==> src/hw/etxcs_regs.svh <==
/*
 * Register offsets, field positions, reset values and timing constants
 * of the transmit control and status block. Assumes a 100 MHz clock.
 */
`ifndef ETXCS_REGS_SVH
`define ETXCS_REGS_SVH
// ********************************************
// Offsets within the 16-location window
// ********************************************
`define ETXCS_OFF_CTL 4'h0
`define ETXCS_OFF_STAT 4'h2
`define ETXCS_OFF_CNT 4'h6
`define ETXCS_OFF_BANK 4'hE
`define ETXCS_BANK_ID 8'h33
`define ETXCS_NONE_RD 16'h3333
`define ETXCS_BANK0 3'h0
`define ETXCS_CTL_RST 16'h0000
`define ETXCS_CTL_WMASK 16'hBD8F
// ********************************************
// Control and status bit positions
// ********************************************
`define ETXCS_CTL_SWITCHED_FULL_DUPLEX 15
`define ETXCS_CTL_CORE_LOOP 13
`define ETXCS_CTL_STOP_SQE 12
`define ETXCS_CTL_FDX 11
`define ETXCS_CTL_MON 10
`define ETXCS_CTL_SUPPRESS_FCS 8
`define ETXCS_CTL_PAD 7
`define ETXCS_CTL_FORCE_COLLISION 2
`define ETXCS_CTL_LOOP 1
`define ETXCS_CTL_TXEN 0
`define ETXCS_ST_LINK 14
`define ETXCS_ST_ROL 12
`define ETXCS_ST_EXC 11
`define ETXCS_ST_LOST 10
`define ETXCS_ST_LATE 9
`define ETXCS_ST_DEFR 7
`define ETXCS_ST_BRD 6
`define ETXCS_ST_SQE 5
`define ETXCS_ST_C16 4
`define ETXCS_ST_MULT 3
`define ETXCS_ST_MCOL 2
`define ETXCS_ST_SCOL 1
`define ETXCS_ST_SUC 0
// ********************************************
// Timing, in nanoseconds, bytes and counts
// ********************************************
`define ETXCS_CLK_NS 10
`define ETXCS_BYTE_NS 800
`define ETXCS_IFG_NS 9600
`define ETXCS_DEFR_WIN_NS 6400
`define ETXCS_PREAMBLE_NS 6400
`define ETXCS_SQE_GAP_NS 800
`define ETXCS_SQE_WIN_NS 1600
`define ETXCS_LATE_COL_BYTES 64
`define ETXCS_EXCESSIVE_DEFERRAL_BYTES (2 * 1518)
`define ETXCS_MAX_COL 5'd16
`define ETXCS_CNT_MAX 4'hF
`define ETXCS_CYC(ns) (((ns) + `ETXCS_CLK_NS - 1) / `ETXCS_CLK_NS)
`endif

==> src/hw/etxcs_pkg.sv <==
/*
 * Types of the transmit control and status block: sequencer states,
 * loop selection, bus request, MAC events, mode outputs and state.
 */
package etxcs_pkg;
    // Transmit sequencer states, one-hot
    typedef enum logic [4:0] {
        ST_IDLE = 5'h01,
        ST_DEFER = 5'h02,
        ST_SEND = 5'h04,
        ST_SQE_GAP = 5'h08,
        ST_SQE_WIN = 5'h10
    } etxcs_state_e;
    // Where transmit data is looped
    typedef enum logic [1:0] {
        LP_NET = 2'h0,
        LP_ENDEC = 2'h1,
        LP_CORE = 2'h2
    } etxcs_loop_e;
    // Local I/O bus request
    typedef struct packed {
        logic wr;
        logic rd;
        logic [1:0] be;
        logic [3:0] addr;
        logic [15:0] wdata;
    } etxcs_bus_s;
    // Events from the serial MAC core and transceiver
    typedef struct packed {
        logic tx_req;
        logic bcast;
        logic mcast;
        logic carrier;
        logic collision;
        logic tx_end;
        logic sqe;
        logic link_ok;
    } etxcs_ev_s;
    // Effective operating mode towards the core
    typedef struct packed {
        logic fcs;
        logic pad;
        logic skip_defer;
        logic fdx;
        logic coldet;
        logic csmon;
        logic accept_own;
        logic tx_net;
        etxcs_loop_e loop;
    } etxcs_mode_s;
    // Whole state of the block
    typedef struct packed {
        etxcs_state_e st;
        logic [2:0] bank;
        logic [15:0] ctl;
        logic [15:0] stat;
        logic [17:0] cnt;
        logic [17:0] dcnt;
        logic [4:0] ncol;
        logic sqe_seen;
        logic [15:0] ctr;
        logic [15:0] rdata;
        logic go;
        logic jam;
        logic abort;
        logic wb;
        logic [15:0] wbword;
        logic mac_int;
        logic link_int;
        etxcs_mode_s mode;
    } etxcs_state_s;
endpackage : etxcs_pkg

==> src/hw/etxcs_top.sv <==
/*
 * Transmit control and status of a 10 Mb/s MAC with its banked register
 * selector. Assumes a serial core that reports carrier, collision, end of
 * frame and the transceiver quality signal synchronous to mclk_i, and a
 * buffer manager that stores the status word pulsed out after each frame.
 */
`timescale 1ns/1ps
`include "etxcs_regs.svh"
module etxcs_top #(
    parameter logic [17:0] LATE_COL_CYC =
        18'(`ETXCS_LATE_COL_BYTES * `ETXCS_BYTE_NS / `ETXCS_CLK_NS),
    parameter logic [17:0] EXCESSIVE_DEFERRAL_CYC =
        18'(`ETXCS_EXCESSIVE_DEFERRAL_BYTES * `ETXCS_BYTE_NS / `ETXCS_CLK_NS)
) (
    input wire logic mclk_i,
    input wire logic resetn_i,
    input wire etxcs_pkg::etxcs_bus_s bus_i,
    input wire etxcs_pkg::etxcs_ev_s ev_i,
    input wire logic link_event_enable_i,
    input wire logic config_soft_reset_i,
    output logic [15:0] rdata_o,
    output etxcs_pkg::etxcs_mode_s mode_o,
    output logic transmit_enable_o,
    output logic tx_go_o,
    output logic jam_o,
    output logic abort_o,
    output logic status_wb_o,
    output logic [15:0] status_word_o,
    output logic mac_core_interrupt_o,
    output logic link_int_o
);
    // ********************************************
    // Cycle counts derived from the printed times
    // ********************************************
    localparam logic [17:0] IFG_CYC = 18'(`ETXCS_CYC(`ETXCS_IFG_NS));
    localparam logic [17:0] DEFR_WIN_CYC = 18'(`ETXCS_CYC(`ETXCS_DEFR_WIN_NS));
    localparam logic [17:0] PRE_CYC = 18'(`ETXCS_CYC(`ETXCS_PREAMBLE_NS));
    localparam logic [17:0] GAP_CYC = 18'(`ETXCS_CYC(`ETXCS_SQE_GAP_NS));
    localparam logic [17:0] WIN_CYC = 18'(`ETXCS_CYC(`ETXCS_SQE_WIN_NS));
    localparam int GAP_HOLD = `ETXCS_CYC(`ETXCS_SQE_GAP_NS) - 1; // Gap cycles after the first

    etxcs_pkg::etxcs_state_s q; // Registered state
    etxcs_pkg::etxcs_state_s n; // Next state
    logic [15:0] nv; // Control word after a bus write
    logic [15:0] rv; // Read value
    logic fin; // Frame finished this cycle
    logic fatal; // Frame ended with a fatal error
    logic switched_full_duplex; // Switched full duplex
    logic core_lp; // Core loopback in force
    logic local_lp; // Local loopback in force
    logic ign; // Carrier and collision ignored
    logic hit_bank; // Access to the selector word
    logic hit0; // Banked access while bank 0 is active
    logic [3:0] inc; // Counter increments per packet

    // ********************************************
    // Next-state logic
    // ********************************************
    always_comb begin
        n = q;
        nv = q.ctl;
        rv = 16'h0000;
        fin = 1'b0;
        fatal = 1'b0;
        inc = 4'h0;
        // Pulses last one cycle
        n.go = 1'b0;
        n.jam = 1'b0;
        n.abort = 1'b0;
        n.wb = 1'b0;
        n.mac_int = 1'b0;
        n.link_int = 1'b0;
        // Effective modes; switched duplex overrides duplex and monitor
        switched_full_duplex = q.ctl[`ETXCS_CTL_SWITCHED_FULL_DUPLEX];
        core_lp = q.ctl[`ETXCS_CTL_CORE_LOOP];
        local_lp = q.ctl[`ETXCS_CTL_LOOP] && !core_lp;
        ign = switched_full_duplex || core_lp || local_lp;
        // Selector word answers in every bank
        hit_bank = ({bus_i.addr[3:1], 1'b0} == `ETXCS_OFF_BANK);
        hit0 = !hit_bank && (q.bank == `ETXCS_BANK0);

        // Bus reads; value is registered for the next cycle
        if (hit_bank) begin
            rv = {`ETXCS_BANK_ID, 5'h00, q.bank};
        end else if (q.bank[2]) begin
            rv = `ETXCS_NONE_RD;
        end else if (hit0) begin
            unique case ({bus_i.addr[3:1], 1'b0})
                `ETXCS_OFF_CTL: rv = q.ctl;
                `ETXCS_OFF_STAT: rv = q.stat;
                `ETXCS_OFF_CNT: rv = q.ctr;
                default: rv = 16'h0000; // Unmapped in this block
            endcase
        end
        if (bus_i.rd) begin
            n.rdata = rv;
            // Reading the counters clears them and the rollover flag
            if (hit0 && {bus_i.addr[3:1], 1'b0} == `ETXCS_OFF_CNT) begin
                n.ctr = 16'h0000;
                n.stat[`ETXCS_ST_ROL] = 1'b0;
            end
        end

        // Bus writes; a missing bank swallows them
        if (bus_i.wr) begin
            if (hit_bank && bus_i.be[0]) begin
                n.bank = bus_i.wdata[2:0];
            end else if (hit0 && {bus_i.addr[3:1], 1'b0} == `ETXCS_OFF_CTL) begin
                if (bus_i.be[0]) begin
                    nv[7:0] = bus_i.wdata[7:0];
                end
                if (bus_i.be[1]) begin
                    nv[15:8] = bus_i.wdata[15:8];
                end
                n.ctl = nv & `ETXCS_CTL_WMASK;
                // Re-enabling clears the sticky fatal flags
                if (nv[`ETXCS_CTL_TXEN] && !q.ctl[`ETXCS_CTL_TXEN]) begin
                    n.stat[`ETXCS_ST_LATE] = 1'b0;
                    n.stat[`ETXCS_ST_C16] = 1'b0;
                    n.stat[`ETXCS_ST_LOST] = 1'b0;
                    n.stat[`ETXCS_ST_SQE] = 1'b0;
                    n.stat[`ETXCS_ST_SUC] = 1'b0;
                end
            end
        end

        // Link integrity follows the transceiver; edges interrupt when link_event_enable_i is set
        n.stat[`ETXCS_ST_LINK] = ev_i.link_ok;
        if ((ev_i.link_ok != q.stat[`ETXCS_ST_LINK]) && link_event_enable_i) begin
            n.link_int = 1'b1;
        end

        // Transmit sequencer
        unique case (q.st)
            etxcs_pkg::ST_IDLE: begin
                // Clearing enable only takes effect between frames
                if (q.ctl[`ETXCS_CTL_TXEN] && ev_i.tx_req) begin
                    n.st = etxcs_pkg::ST_DEFER;
                    n.cnt = 18'h00000;
                    n.dcnt = 18'h00000;
                    n.ncol = 5'h00;
                    n.stat[`ETXCS_ST_SUC] = 1'b0;
                    n.stat[`ETXCS_ST_BRD] = ev_i.bcast;
                    n.stat[`ETXCS_ST_MULT] = ev_i.mcast;
                    // Collision flags of a good frame go away now
                    if (q.stat[`ETXCS_ST_SUC]) begin
                        n.stat[`ETXCS_ST_SCOL] = 1'b0;
                        n.stat[`ETXCS_ST_MCOL] = 1'b0;
                    end
                end
            end
            etxcs_pkg::ST_DEFER: begin
                // Carrier in the early gap restarts it; later it is ignored
                if (ev_i.carrier && !ign && !q.ctl[`ETXCS_CTL_FORCE_COLLISION]
                        && q.cnt < DEFR_WIN_CYC) begin
                    n.stat[`ETXCS_ST_DEFR] = 1'b1;
                    n.cnt = 18'h00000;
                    if (q.dcnt >= EXCESSIVE_DEFERRAL_CYC) begin
                        n.stat[`ETXCS_ST_EXC] = 1'b1;
                    end else begin
                        n.dcnt = q.dcnt + 18'h00001;
                    end
                end else if (q.cnt >= IFG_CYC - 18'h00001) begin
                    n.st = etxcs_pkg::ST_SEND;
                    n.cnt = 18'h00000;
                    n.go = 1'b1;
                end else begin
                    n.cnt = q.cnt + 18'h00001;
                end
                // Deferral time holds while carrier is off; a reached limit still flags excess
                if (q.dcnt >= EXCESSIVE_DEFERRAL_CYC && !ign) begin
                    n.stat[`ETXCS_ST_EXC] = 1'b1;
                end
            end
            etxcs_pkg::ST_SEND: begin
                // Frame timer saturates rather than wraps
                if (q.cnt != 18'h3FFFF) begin
                    n.cnt = q.cnt + 18'h00001;
                end
                if (ev_i.collision && !ign) begin
                    n.ctl[`ETXCS_CTL_FORCE_COLLISION] = 1'b0;
                    n.jam = 1'b1;
                    if (q.cnt >= LATE_COL_CYC) begin
                        n.stat[`ETXCS_ST_LATE] = 1'b1;
                        n.ctl[`ETXCS_CTL_TXEN] = 1'b0;
                        fin = 1'b1;
                        fatal = 1'b1;
                    end else begin
                        n.ncol = q.ncol + 5'h01;
                        if (q.ncol == 5'h00) begin
                            n.stat[`ETXCS_ST_SCOL] = 1'b1;
                        end else begin
                            n.stat[`ETXCS_ST_MCOL] = 1'b1;
                        end
                        if (q.ncol + 5'h01 == `ETXCS_MAX_COL) begin
                            n.stat[`ETXCS_ST_C16] = 1'b1;
                            n.ctl[`ETXCS_CTL_TXEN] = 1'b0;
                            fin = 1'b1;
                            fatal = 1'b1;
                        end else begin
                            // Retry after a fresh gap; backoff is the core's
                            n.st = etxcs_pkg::ST_DEFER;
                            n.cnt = 18'h00000;
                        end
                    end
                end else if (q.ctl[`ETXCS_CTL_MON] && !switched_full_duplex && !core_lp && !local_lp
                        && q.cnt >= PRE_CYC && !ev_i.carrier) begin
                    // Own carrier missing after preamble or dropped later
                    n.stat[`ETXCS_ST_LOST] = 1'b1;
                    n.abort = 1'b1;
                    n.ctl[`ETXCS_CTL_TXEN] = 1'b0;
                    fin = 1'b1;
                    fatal = 1'b1;
                end else if (ev_i.tx_end) begin
                    // No quality test in switched duplex or either loopback
                    if (ign) begin
                        fin = 1'b1;
                    end else begin
                        n.st = etxcs_pkg::ST_SQE_GAP;
                        n.cnt = 18'h00000;
                        n.sqe_seen = 1'b0;
                    end
                end
            end
            etxcs_pkg::ST_SQE_GAP: begin
                if (q.cnt >= GAP_CYC - 18'h00001) begin
                    n.st = etxcs_pkg::ST_SQE_WIN;
                    n.cnt = 18'h00000;
                end else begin
                    n.cnt = q.cnt + 18'h00001;
                end
            end
            etxcs_pkg::ST_SQE_WIN: begin
                n.sqe_seen = q.sqe_seen || ev_i.sqe;
                n.cnt = q.cnt + 18'h00001;
                if (q.cnt >= WIN_CYC - 18'h00001) begin
                    fin = 1'b1;
                    if (!q.sqe_seen && !ev_i.sqe) begin
                        n.stat[`ETXCS_ST_SQE] = 1'b1;
                        // Only the stop option makes the test fatal
                        if (q.ctl[`ETXCS_CTL_STOP_SQE]) begin
                            n.ctl[`ETXCS_CTL_TXEN] = 1'b0;
                            n.mac_int = 1'b1;
                            fatal = 1'b1;
                        end
                    end
                end
            end
            default: n.st = etxcs_pkg::ST_IDLE; // Recover from a bad code
        endcase

        // Completion: success flag, counters, status word copy
        if (fin) begin
            n.st = etxcs_pkg::ST_IDLE;
            n.stat[`ETXCS_ST_SUC] = !fatal;
            inc[0] = (n.ncol == 5'h01);
            inc[1] = (n.ncol > 5'h01);
            inc[2] = n.stat[`ETXCS_ST_DEFR];
            inc[3] = n.stat[`ETXCS_ST_EXC];
            // Once per packet, saturating at the top
            for (int i = 0; i < 4; i++) begin
                if (inc[i] && n.ctr[4*i +: 4] != `ETXCS_CNT_MAX) begin
                    n.ctr[4*i +: 4] = n.ctr[4*i +: 4] + 4'h1;
                end
                if (n.ctr[4*i +: 4] == `ETXCS_CNT_MAX) begin
                    n.stat[`ETXCS_ST_ROL] = 1'b1;
                end
            end
            if (n.stat[`ETXCS_ST_ROL] && !q.stat[`ETXCS_ST_ROL]) begin
                n.mac_int = 1'b1;
            end
            // The copy carries the deferral flags before they clear
            n.wb = 1'b1;
            n.wbword = n.stat;
            n.stat[`ETXCS_ST_DEFR] = 1'b0;
            n.stat[`ETXCS_ST_EXC] = 1'b0;
        end

        // Soft reset restores control, status and counter defaults; a control write can also clear core loop
        if (config_soft_reset_i) begin
            n.st = etxcs_pkg::ST_IDLE;
            n.ctl = `ETXCS_CTL_RST;
            n.stat = {1'b0, ev_i.link_ok, 14'h0000};
            n.ctr = 16'h0000;
        end

        // Mode towards the core, from the control word being stored
        n.mode.fcs = !n.ctl[`ETXCS_CTL_SUPPRESS_FCS];
        n.mode.pad = n.ctl[`ETXCS_CTL_PAD];
        n.mode.skip_defer = n.ctl[`ETXCS_CTL_FORCE_COLLISION]
            || n.ctl[`ETXCS_CTL_SWITCHED_FULL_DUPLEX];
        n.mode.fdx = n.ctl[`ETXCS_CTL_SWITCHED_FULL_DUPLEX] || n.ctl[`ETXCS_CTL_FDX];
        n.mode.accept_own = n.mode.fdx;
        n.mode.csmon = n.ctl[`ETXCS_CTL_MON] && !n.ctl[`ETXCS_CTL_SWITCHED_FULL_DUPLEX];
        n.mode.coldet = !(n.ctl[`ETXCS_CTL_SWITCHED_FULL_DUPLEX] || n.ctl[`ETXCS_CTL_CORE_LOOP]
            || n.ctl[`ETXCS_CTL_LOOP]);
        if (n.ctl[`ETXCS_CTL_CORE_LOOP]) begin
            n.mode.loop = etxcs_pkg::LP_CORE;
        end else if (n.ctl[`ETXCS_CTL_LOOP]) begin
            n.mode.loop = etxcs_pkg::LP_ENDEC;
        end else begin
            n.mode.loop = etxcs_pkg::LP_NET;
        end
        n.mode.tx_net = (n.mode.loop == etxcs_pkg::LP_NET);
    end

    // ********************************************
    // State register
    // ********************************************
    always_ff @(posedge mclk_i or negedge resetn_i) begin
        if (!resetn_i) begin
            q <= '0;
            q.st <= etxcs_pkg::ST_IDLE;
            q.mode.fcs <= 1'b1;
            q.mode.coldet <= 1'b1;
            q.mode.tx_net <= 1'b1;
        end else begin
            q <= n;
        end
    end

    // Outputs straight from the state register
    assign rdata_o = q.rdata;
    assign mode_o = q.mode;
    assign transmit_enable_o = q.ctl[`ETXCS_CTL_TXEN];
    assign tx_go_o = q.go;
    assign jam_o = q.jam;
    assign abort_o = q.abort;
    assign status_wb_o = q.wb;
    assign status_word_o = q.wbword;
    assign mac_core_interrupt_o = q.mac_int;
    assign link_int_o = q.link_int;
endmodule : etxcs_top

==> config.mk <==
export PLATFORM = sky130hd
export DESIGN_NAME = etxcs_top
export DESIGN_NICKNAME = d
export VERILOG_FILES = /design/src/hw/etxcs_pkg.sv /design/src/hw/etxcs_top.sv
export VERILOG_INCLUDE_DIRS = /design/src /design/src/hw
export SDC_FILE = /design/constraint.sdc
export NUM_CORES = 1
export LEC_CHECK = 0
export ABC_AREA = 1
export BUFFER_PORTS_ARGS = -buffer_cell sky130_fd_sc_hd__buf_2
export CELL_PAD_IN_SITES_DETAIL_PLACEMENT = 1
export CELL_PAD_IN_SITES_GLOBAL_PLACEMENT = 1
export CORE_MARGIN = 5
export CORE_UTILIZATION = 30
export CTS_CLUSTER_DIAMETER = 60
export CTS_CLUSTER_SIZE = 40
export DETAILED_ROUTE_END_ITERATION = 10
export PLACE_DENSITY = 0.69
export SLEW_MARGIN = 10
export SYNTH_ARGS = -nofsm -noshare
export SYNTH_HDL_FRONTEND = slang
export SYNTH_SLANG_ARGS = --single-unit
==> constraint.sdc <==
create_clock -name mclk_i -period 4 [get_ports mclk_i]
set_input_delay 0.4 -clock mclk_i [delete_from_list [all_inputs] [get_ports mclk_i]]
set_output_delay 0.4 -clock mclk_i [all_outputs]
set_load 0.01 [all_outputs]
==> results of run 1 <==
## stage by stage
stage	power, W	worst slack (ns)	instances	hold slack, ns
6_report	0.00383	1.10	1338	-0.0266
5_1_grt	0.00402	0.751	1338	0.0928
4_1_cts	0.00387	1.08	1338	0.117
3_5_place_dp	0.00210	1.00	1306	0.461
3_3_place_gp	0.00208	1.02	1306	0.452
2_1_floorplan	0.00193	1.68	953	0.104
## state kept, by name (all words and copies together) (netlist names)
| signal | flops |
|---|---|
| q | 88 |
| rdata_o | 16 |
| status_word_o | 13 |
| mode_o | 7 |
| abort_o | 1 |
| core_lp | 1 |
| jam_o | 1 |
| link_int_o | 1 |
| mac_core_interrupt_o | 1 |
| status_wb_o | 1 |
| transmit_enable_o | 1 |
| tx_go_o | 1 |
## layout make-up
| class | instances | area, µm² |
|---|---|---|
| clock inverter | 12 | 205 |
| fill | 3093 | 16500 |
| inverter | 131 | 495 |
| timing repair buffer | 79 | 412 |
| multi-input combinational | 634 | 3500 |
| tap | 330 | 413 |
| clock buffer | 20 | 447 |
| sequential | 132 | 3310 |
## logic make-up (layout without fill, tap and decap cells)
family | after synthesis | after routing
fa+ha+maj | 11 | 11
simple gates | 442 | 442
buf+inv | 187 | 242
flops | 132 | 132
xor+xnor | 23 | 23
compound gates | 155 | 155
other cells | 1 | 3
## layer usage
metal,part of all wire (%),global-route usage [%],routed length (µm)
met5,0,0,0
met4,1.4,4.27,310
met3,4.2,2.69,953
met2,48,26.2,10800
met1,47,22.2,10600
## report_power, final
part / switching (W) / internal (W)
clock network: 0.000628 / 0.00113
registers: 0.0000629 / 0.00140
logic: 0.000427 / 0.000180
total: 0.00112 / 0.00271
## placed cells by master (no fill, tap or decap), types with 6 or more instances in the layout
cell type  synthesis  final
nor3_2             6      6
o22ai_1           29     29
nor2_2            11     11
nand3_1           44     44
a31oi_1           10     10
clkbuf_16          0     17
nand2_2           11     11
buf_2              3     74
inv_2             30     30
inv_1             97     97
dfrtp_1          128    128
o21ai_1            9      9
nor2_1            99     99
nand4_1           22     22
nand2_4            7      7
o21ai_0           44     44
nor2_4             9      9
xor2_1            21     21
nor3_1            27     27
a21oi_1           33     33
ha_1              11     11
nand2_1          183    183
## worst max-delay path, cell delays in order (launching register included)
cell and delay (ns):
dfrtp_1 0.39, ha_1 0.21, nand2_1 0.07, nor2_1 0.12
nand2_1 0.14, nor2_1 0.16, nor2_1 0.09, o31ai_1 0.41
o21ai_0 0.28, a21oi_2 0.56, inv_2 0.13, a21oi_1 0.15
o2bb2ai_1 0.08
## worst max-delay path by stage
stage                         start                    to  slack [ns]  depth (start not counted)
final                         q[88]                q[103]        1.10                         12
after global routing          q[88]                q[103]        0.75                         12
after CTS                     q[88]                q[103]        1.08                         12
after detailed placement  bus_i[19]  mac_core_interrupt_o        1.00                         19
after global placement    bus_i[19]  mac_core_interrupt_o        1.02                         19
after floorplan           bus_i[19]                q[118]        1.68                         18
==> reports/results.ini, run 1 <==
[route]
dr.pass1.iters=5
drt_iter0_drc=386
num_vias=6571
post_drt_wl_per_cell_um=17.0
vias_per_cell=4.91
wl_mm=22.7
drcViolationCount=0
postRouteAntennaNets=0

[cts]
cts_tree=built
cts_buffers=17
clk_transition_reported_paths_ns=0.06
cts.repair.resized=0
cts_hold_buffers=0
cts_setup_buffers=0
cts_root_buf=clkbuf_16
ctsHtreeMaxLevel=4
worstSkewPairLatency_ns=0.42
clockBufferDepth=2
clkSinkCount=132

[timing]
fin_crit_sh_pct=72.4
post-route-min-period_ns=2.90
tightest_slew_ns=1.04
fin_setup_tns_ns=0
rsz0062_at_grt=no
finalClockSkew_ns=0.0142
setup_violations=0
slew_violations=0
holdWs_ns=-0.0266
hold_viol=4
clock.fmax_mhz=345
relSlewSlack_pct=30.6

[synthesis]
synth_top_area_share_pct=41.6
synth-edff-count=0
synthArstFlopShare_pct=100
synthFlopType=dfrtp_1
syn_area_um2=7690
yosysMostFrequentCell=nand2_1
synth_top_area_cell=dfrtp_1
ys_types=56
yosysWarnings=0
yosysSeqAreaShare_pct=43.0
syn_area_per_cell_um2=8.09
synth-adder-area-share_pct=1.79
synth_top_family_by_area=simple AND/OR/NAND/NOR gates
synth_xor_xnor_area_share_pct=2.62
synth_compound_area_share_pct=12.0
synth_cells=951
synth_common_cells=nand2_1 (183), dfrtp_1 (128), nor2_1 (99), inv_1 (97), buf_4 (45)
synth_seq_cells=132
yosys-mux-area-fraction_pct=0
yosys.area_share.simple_pct=28.9
synthTopCellsByArea=dfrtp_1 (42%), nand2_1 (8.9%), nor2_1 (4.8%)

[run_status]
status=finished with violations
violations=hold timing

[worst_setup_path]
rr_endpoint=q[103]
cp-end-kind=flip-flop
r2r_cells=12
r2r_slack_ns=1.10
cp_max_fo=12
arrival_ns=3.21
cp.required_ns=4.31
timing.rr.start=q[88]
cp-start-kind=flip-flop
critical_path_class=flip-flop to flip-flop

[floorplan]
die_area_um2=28900
initial_core_util_pct=30.5
die_w_um=170
coreArea_um2=25300
io_pins=85
rows=58
die_y_um=170

[final_layout]
syn2layout_area_growth_pct=14.1
nNetsFinal=1042
layout-drive-gt1-share_pct=20.7
fin_util_pct=34.8
design_area_um2=8780
num_antenna_cells=0

[global_routing]
grt_usage_pct=16.1
grt_start_max_net_pins=101
antenna_found_initial=0
grt-ovfl-total=0
grt_pass1_vias=6758
grt_pass1_wl_mm=37.0

[place]
place.gp.congestion=0.830
place_area_um2=8130
portBuffers=75
dp_hpwl_mm=17.1

[power_and_ir_drop]
p_leak_nw=4.19
powerDensity_nw_per_um2=436
vdd_drop_max_mv=0.289

[run]
drv_cap=0

[hold_path]
hold_path.class=primary input to asynchronous set/reset pin

No activity file was read; power rests on OpenSTA's default activity.
==> run 2, diff against run 1 <==
==> constraint.sdc (replaced) <==
create_clock -name mclk_i -period 2.8 [get_ports mclk_i]
set_input_delay 0.28 -clock mclk_i [delete_from_list [all_inputs] [get_ports mclk_i]]
set_output_delay 0.28 -clock mclk_i [all_outputs]
set_load 0.01 [all_outputs]
==> reports/results.ini, run 2 (synthesis results as in run 1) <==
[power_and_ir_drop]
powerDensity_nw_per_um2=596  ; was 436 nW/µm²
vdd_drop_max_mv=0.446  ; was 0.289 mV
p_leak_nw=4.24  ; was 4.19 nW
combPwrFrac_pct=16.9  ; was 15.8%
p_int_w=0.00373  ; was 0.00271 W
clockPowerShare_pct=43.7  ; was 45.9%
p_sw_w=0.00157  ; was 0.00112 W
pwr-share-seq_pct=39.5  ; was 38.3%
switching_share_pct=29.7  ; was 29.2%

[cts]
worstSkewPairLatency_ns=0.42  ; about the same
cts_buffers=17  ; unchanged
clk_transition_reported_paths_ns=0.06  ; about the same
ctsHtreeMaxLevel=4  ; unchanged
clkSinkCount=132  ; unchanged
cts_root_buf=clkbuf_16  ; unchanged
cts_tree=built  ; unchanged
clockBufferDepth=2  ; unchanged

[run_status]
status=finished, final reports clean  ; was finished with violations

[run]
drv_cap=0  ; unchanged

[timing]
hold_viol=0  ; was 4
rsz0062_at_grt=no  ; unchanged
fin_setup_tns_ns=0  ; unchanged
tightest_slew_ns=0.651  ; was 1.04 ns
fin_crit_sh_pct=90.8  ; was 72.4%
slew_violations=0  ; unchanged
clock.fmax_mhz=393  ; was 345 MHz
holdWs_ns=0.0149  ; was -0.0266 ns
post-route-min-period_ns=2.54  ; was 2.90 ns
setup_violations=0  ; unchanged
relSlewSlack_pct=56.6  ; was 30.6%
finalClockSkew_ns=0.0114  ; was 0.0142 ns

[global_routing]
grt_usage_pct=16.1  ; about the same
gr-usage-met3_pct=3.39  ; was 2.69%
grt_start_max_net_pins=68  ; was 101
use_met1_pct=21.9  ; was 22.2%
met2_usage_pct=26.3  ; was 26.2%
antenna_found_initial=1  ; was 0
grt-ovfl-total=0  ; unchanged
grt_pass1_vias=6862  ; was 6758
grt.busiest_layer=met2  ; unchanged
grt_pass1_wl_mm=37.0  ; about the same

[floorplan]
rows=58  ; unchanged
coreArea_um2=25300  ; unchanged
die_y_um=170  ; unchanged
die_area_um2=28900  ; unchanged
die_w_um=170  ; unchanged
io_pins=85  ; unchanged
initial_core_util_pct=30.5  ; unchanged

[final_layout]
fill_cells=3063  ; was 3093
design_area_um2=8890  ; was 8780 µm²
layout-drive-gt1-share_pct=22.4  ; was 20.7%
final_common_cell=nand2_1  ; unchanged
mostFrequentLayoutCells=nand2_1 (181), dfrtp_1 (128), inv_1 (97), nor2_1 (97), buf_2 (74)  ; was nand2_1 (183), dfrtp_1 (128), nor2_1 (99)
fin_util_pct=35.2  ; was 34.8%
register_area_um2=3310  ; unchanged
nNetsFinal=1059  ; was 1042
multi_input_area_um2=3510  ; was 3500 µm²
syn2layout_area_growth_pct=15.5  ; was 14.1%
num_antenna_cells=0  ; unchanged
largest_register_ffs=88  ; unchanged
top_register=q  ; unchanged

[worst_setup_path]
path_buf_inv=1  ; unchanged
timing.rr.start=q[88]  ; unchanged
crit_path_cell_trace=ha_1 -> nand2_1 -> nor2_1 -> nand2_1 -> nand3_1 -> a21oi_2 -> nor2_1 -> a31oi_1 -> nand2_1 -> nor2_4 -> inv_2 -> o22ai_1  ; was ha_1 -> nand2_1 -> nor2_1 -> nand2_1 -> nor2_1 -> nor2_1 -> o31ai_1 -> o21ai_0 -> a21oi_2 -> inv_2 -> a21oi_1 -> o2bb2ai_1
arrival_ns=2.87  ; was 3.21 ns
cp_max_fo=19  ; was 12
cp.required_ns=3.13  ; was 4.31 ns
critical_path_class=flip-flop to flip-flop  ; unchanged
cp-start-kind=flip-flop  ; unchanged
cp-end-kind=flip-flop  ; unchanged
cp_slowest_cell=dfrtp_1  ; was a21oi_2
max_stage_delay_ns=0.41  ; was 0.56 ns
crit_top_cell=nand2_1  ; was nor2_1
cpLargestDelayFamily=simple AND/OR/NAND/NOR gates  ; was compound AO/OA/AOI/OAI gates
crit_path_start=q[88]  ; unchanged

[route]
dr.pass1.iters=5  ; unchanged
num_vias=6542  ; was 6571
wl_mm=22.6  ; was 22.7 mm
vias_per_cell=4.83  ; was 4.91
drcViolationCount=0  ; unchanged
postRouteAntennaNets=0  ; unchanged
drt_iter0_drc=378  ; was 386
post_drt_wl_per_cell_um=16.7  ; was 17.0 µm

[place]
portBuffers=75  ; unchanged
place_area_um2=8240  ; was 8130 µm²
dp_hpwl_mm=17.4  ; was 17.1 mm
place.gp.congestion=0.843  ; was 0.830

[hold_path]
hold_path.class=primary input to flip-flop  ; was primary input to asynchronous set/reset pin
min-delay-start=ev_i[0]

-- run 2: repair_timing --
action	4_1_cts	5_1_grt
setup buffers	0	1
hold buffers	1	0
hold endpoints to repair	63	0
setup endpoints to repair	0	15
gates resized for setup	0	8
-- run 2: final cells by class --
cell class | instances | share of cell area, %
clock inverter | 10 | 1.68
sequential | 132 | 37.2
multi-input combinational | 634 | 39.5
inverter | 131 | 5.63
timing repair buffer | 96 | 6.10
clock buffer | 21 | 5.18
tap | 330 | 4.65
-- run 2: worst paths after layout --
| check | endpoint | slack (ns) | cells past startpoint |
|---|---|---|---|
| max in group asynchronous | q[142] | 1.53 | 3 |
| worst max register to register | q[54] | 0.26 | 12 |
| worst max-delay path | q[54] | 0.26 | 12 |
| min in group asynchronous | q[89] | 0.42 | 2 |
| worst min register to register | rdata_o[1] | 0.48 | 2 |
| worst min-delay path | q[120] | 0.01 | 1 |
-- run 2: per-stage QoR --
step | setup WS (ns) | power (W) | instances
after detailed placement | 0.238 | 0.00302 | 1321
after CTS | 0.202 | 0.00537 | 1353
final | 0.256 | 0.00530 | 1354
after floorplan | 0.543 | 0.00276 | 953
after global routing | 0.00815 | 0.00556 | 1354
after global placement | 0.292 | 0.00299 | 1321
-- run 2: per-layer routing --
metal / wire length, µm / vias to the layer above / part of all wire (%)
met1: 10600 / 3189 / 47
li1: - / 3222 / -
met3: 1020 / 18 / 4.5
met2: 10600 / 111 / 47
met4: 274 / 2 / 1.2
met5: 13 / - / 0.058
-- run 2: power by group through the flow --
stage | Clock, W | Sequential (W) | Combinational (W)
3_5_place_dp | 0 | 0.00213 | 0.000894
4_1_cts | 0.00237 | 0.00209 | 0.000905
2_1_floorplan | 0 | 0.00211 | 0.000652
5_1_grt | 0.00245 | 0.00211 | 0.00100
6_report | 0.00231 | 0.00209 | 0.000894
3_3_place_gp | 0 | 0.00212 | 0.000874
==> run 3, diff against run 2 <==
--- a/config.mk
+++ b/config.mk
@@ -6,7 +6,7 @@
 export SDC_FILE = /design/constraint.sdc
 export NUM_CORES = 1
 export LEC_CHECK = 0
-export ABC_AREA = 1
+export ABC_AREA = 0
 export BUFFER_PORTS_ARGS = -buffer_cell sky130_fd_sc_hd__buf_2
 export CELL_PAD_IN_SITES_DETAIL_PLACEMENT = 1
 export CELL_PAD_IN_SITES_GLOBAL_PLACEMENT = 1
@@ -15,7 +15,7 @@
 export CTS_CLUSTER_DIAMETER = 60
 export CTS_CLUSTER_SIZE = 40
 export DETAILED_ROUTE_END_ITERATION = 10
-export PLACE_DENSITY = 0.69
+export PLACE_DENSITY = 0.68
 export SLEW_MARGIN = 10
 export SYNTH_ARGS = -nofsm -noshare
 export SYNTH_HDL_FRONTEND = slang
==> reports/results.ini, run 3 <==
[timing]
tightest_slew_ns=0.718  ; was 0.651 ns
slew_violations=0  ; unchanged
fin_setup_tns_ns=-2.83  ; was 0 ns
setup_violations=33  ; was 0
finalClockSkew_ns=0.0117  ; was 0.0114 ns
hold_viol=0  ; unchanged
setup_slack_ns=-0.209  ; was 0.256 ns
clock.fmax_mhz=332  ; was 393 MHz
fin_crit_sh_pct=107  ; was 90.8%
rsz0062_at_grt=yes  ; was no
post-route-min-period_ns=3.01  ; was 2.54 ns
relSlewSlack_pct=51.7  ; was 56.6%

[worst_setup_path]
path_buf_inv=1  ; unchanged
crit_top_cell=or4_4  ; was nand2_1
arrival_ns=3.36  ; was 2.87 ns
timing.rr.start=q[105]  ; was q[88]
cp-end-kind=flip-flop  ; unchanged
cp.required_ns=3.15  ; was 3.13 ns
cp_max_fo=7  ; was 19
max_stage_delay_ns=0.60  ; was 0.41 ns
crit_path_cell_trace=or4_4 -> nor4_4 -> nand3_2 -> and3_4 -> or4_4 -> buf_4 -> o31ai_2 -> nor4bb_4 -> a21oi_2  ; was ha_1 -> nand2_1 -> nor2_1 -> nand2_1 -> nand3_1 -> a21oi_2 -> nor2_1 -> a31oi_1 -> nand2_1 -> nor2_4 -> inv_2 -> o22ai_1
cp-start-kind=flip-flop  ; unchanged
cp_slowest_cell=or4_4  ; was dfrtp_1
r2r_slack_ns=-0.21  ; was 0.26 ns
r2r_cells=9  ; was 12
rr_endpoint=status_word_o[12]  ; was q[54]
cpLargestDelayFamily=simple AND/OR/NAND/NOR gates  ; unchanged
critical_path_class=flip-flop to flip-flop  ; unchanged

[global_routing]
grt_start_max_net_pins=66  ; was 68
grt-ovfl-total=0  ; unchanged
antenna_found_initial=0  ; was 1
grt_pass1_wl_mm=37.6  ; was 37.0 mm
grt_pass1_vias=6961  ; was 6862
grt_usage_pct=16.7  ; was 16.1%

[cts]
cts_buffers=17  ; unchanged
clk_transition_reported_paths_ns=0.06  ; about the same
clockBufferDepth=2  ; unchanged
cts_tree=built  ; unchanged
ctsHtreeMaxLevel=4  ; unchanged
cts_root_buf=clkbuf_16  ; unchanged
clkSinkCount=132  ; unchanged
worstSkewPairLatency_ns=0.43  ; was 0.42 ns

[run_status]
violations=setup timing
status=finished with violations  ; was finished, final reports clean

[floorplan]
die_area_um2=27800  ; was 28900 µm²
coreArea_um2=24200  ; was 25300 µm²
rows=57  ; was 58
die_w_um=167  ; was 170 µm
die_y_um=167  ; was 170 µm
io_pins=85  ; unchanged
initial_core_util_pct=30.4  ; was 30.5%

[power_and_ir_drop]
switching_share_pct=25.1  ; was 29.7%
vdd_drop_max_mv=0.330  ; was 0.446 mV
p_sw_w=0.00120  ; was 0.00157 W
powerDensity_nw_per_um2=499  ; was 596 nW/µm²
p_leak_nw=4.32  ; was 4.24 nW
p_int_w=0.00358  ; was 0.00373 W
combPwrFrac_pct=8.8  ; was 16.9%
pwr-share-seq_pct=42.2  ; was 39.5%
clockPowerShare_pct=49.0  ; was 43.7%

[synthesis]
synth-edff-count=0  ; unchanged
synth_top_area_share_pct=43.4  ; was 41.6%
yosysMostFrequentCell=dfrtp_1  ; was nand2_1
synthFlopType=dfrtp_1  ; unchanged
synth_top_area_cell=dfrtp_1  ; unchanged
yosysSeqAreaShare_pct=44.9  ; was 43.0%
syn_area_per_cell_um2=9.24  ; was 8.09 µm²
synthArstFlopShare_pct=100  ; unchanged
synth_common_cells=dfrtp_1 (128), nor2_1 (95), a21oi_1 (54), nand2_1 (49), buf_4 (42)  ; was nand2_1 (183), dfrtp_1 (128), nor2_1 (99), inv_1 (97), buf_4 (45)
synth_seq_cells=132  ; unchanged
synth_cells=798  ; was 951
syn_area_um2=7380  ; was 7690 µm²
yosysWarnings=0  ; unchanged
ys_types=77  ; was 56
synthTopCellsByArea=dfrtp_1 (43%), nor2_1 (4.8%), buf_4 (4.3%)  ; was dfrtp_1 (42%), nand2_1 (8.9%), nor2_1 (4.8%)

[route]
drt_iter0_drc=377  ; was 378
num_vias=6466  ; was 6542
vias_per_cell=5.07  ; was 4.83
postRouteAntennaNets=0  ; unchanged
drcViolationCount=0  ; unchanged
dr.pass1.iters=5  ; unchanged
wl_mm=23.2  ; was 22.6 mm
post_drt_wl_per_cell_um=18.2  ; was 16.7 µm

[final_layout]
num_antenna_cells=0  ; unchanged
fin_cells=1275  ; was 1354
layout-drive-gt1-share_pct=32.2  ; was 22.4%
nNetsFinal=985  ; was 1059
mostFrequentLayoutCells=dfrtp_1 (128), buf_4 (106), nor2_1 (94)  ; was nand2_1 (181), dfrtp_1 (128), inv_1 (97), nor2_1 (97), buf_2 (74)
final_common_cell=dfrtp_1  ; was nand2_1
syn2layout_area_growth_pct=29.7  ; was 15.5%
largest_register_ffs=88  ; unchanged
top_register=q  ; unchanged

[place]
portBuffers=75  ; unchanged
placed_cells_incl_taps=1225  ; was 1321
place.gp.congestion=0.863  ; was 0.843
place_ws_ns=-0.239  ; was 0.238 ns
dp_hpwl_mm=16.7  ; was 17.4 mm

[hold_path]
holdPathStages=2  ; was 1
min-delay-start=link_event_enable_i  ; was ev_i[0]
worstHoldEndpoint=link_int_o  ; was q[120]
hold_path.class=primary input to flip-flop  ; unchanged

[run]
drv_cap=0  ; unchanged

[run 3: cell types whose count changed after synthesis, sizes merged, moves of 15 or more]
cell / delta
nand2: -152
inv: -97
nor2: -25
clkbuf: +24
and2: +21
nand3: -20
a21oi: +19
o21ai: -19
mux2i: +18
mux2: +17
and3: +15
o22ai: -15
[run 3: power groups by stage]
stage,sequential (W),clock [W],combinational [W]
3_3_place_gp,0.00205,0,0.000391
6_report,0.00202,0.00234,0.000421
5_1_grt,0.00202,0.00248,0.000465
4_1_cts,0.00202,0.00240,0.000413
2_1_floorplan,0.00204,0,0.000238
3_5_place_dp,0.00205,0,0.000400
[run 3: cell families (layout without fill, tap and decap cells)]
group	Yosys count	after routing	share of synthesized area [%]
buffers and inverters	105	256	7.70
and+or+nand+nor	308	308	21.9
AOI/OAI and AO/OA	184	184	16.0
muxes	35	35	5.04
DFF	132	132	44.9
adders and majority gates	11	11	1.87
other	1	3	0.0508
xor gates and xnor gates	22	22	2.61
[run 3: cell type report]
class | count | area, µm²
clock buffers | 19 | 443
clock inverters | 13 | 171
fillers | 2805 | 14700
inverters | 31 | 116
multi-input cells | 563 | 3810
flip-flops and latches | 132 | 3310
well taps | 324 | 405
repair buffers | 193 | 1320
[run 3: metrics by stage]
| stage | util [%] | power [W] | cell area [µm²] | hold slack, ns |
|---|---|---|---|---|
| after floorplan | - | 0.00228 | 7430 | -0.0156 |
| after global placement | 35.1 | 0.00244 | 8500 | 0.325 |
| after detailed placement | 35.1 | 0.00245 | 8500 | 0.333 |
| after CTS | 38.6 | 0.00483 | 9360 | 0.0531 |
| after global routing | 39.5 | 0.00497 | 9570 | 0.0693 |
| final | 39.5 | 0.00478 | 9570 | 0.0664 |
[run 3: how the worst max path moves through the flow]
stage	slack, ns	from	to	depth (start not counted)
2_1_floorplan	-0.21	q[105]	q[49]	10
3_3_place_gp	-0.20	q[144]	q[57]	7
3_5_place_dp	-0.24	q[144]	q[61]	7
4_1_cts	-0.17	core_lp	status_word_o[12]	8
5_1_grt	-0.27	q[105]	q[49]	9
6_report	-0.21	q[105]	status_word_o[12]	9
[run 3: timing repair]
action	4_1_cts	5_1_grt
hold endpoints to repair	59	0
cloned	2	0
hold buffers	2	0
endpoints found under the setup margin	48	63
setup buffers	10	5
resized for setup	34	32
pin swaps	9	17
[run 3: worst register-to-register path: stages, from the launching register on]
cell and delay (ns):
dfrtp_1 0.38, or4_4 0.60, nor4_4 0.33, nand3_2 0.12, and3_4 0.19, or4_4 0.57
buf_4 0.18, o31ai_2 0.31, nor4bb_4 0.09, a21oi_2 0.17
[run 3: layer usage]
| layer | up-vias | share of wire (%) | global-route usage (%) |
|---|---|---|---|
| li1 | 3094 | - | - |
| met1 | 3233 | 46 | 22.3 |
| met2 | 113 | 48 | 27.4 |
| met3 | 26 | 4.6 | 2.89 |
| met4 | 0 | 1.8 | 5.59 |
| met5 | - | 0 | 0 |
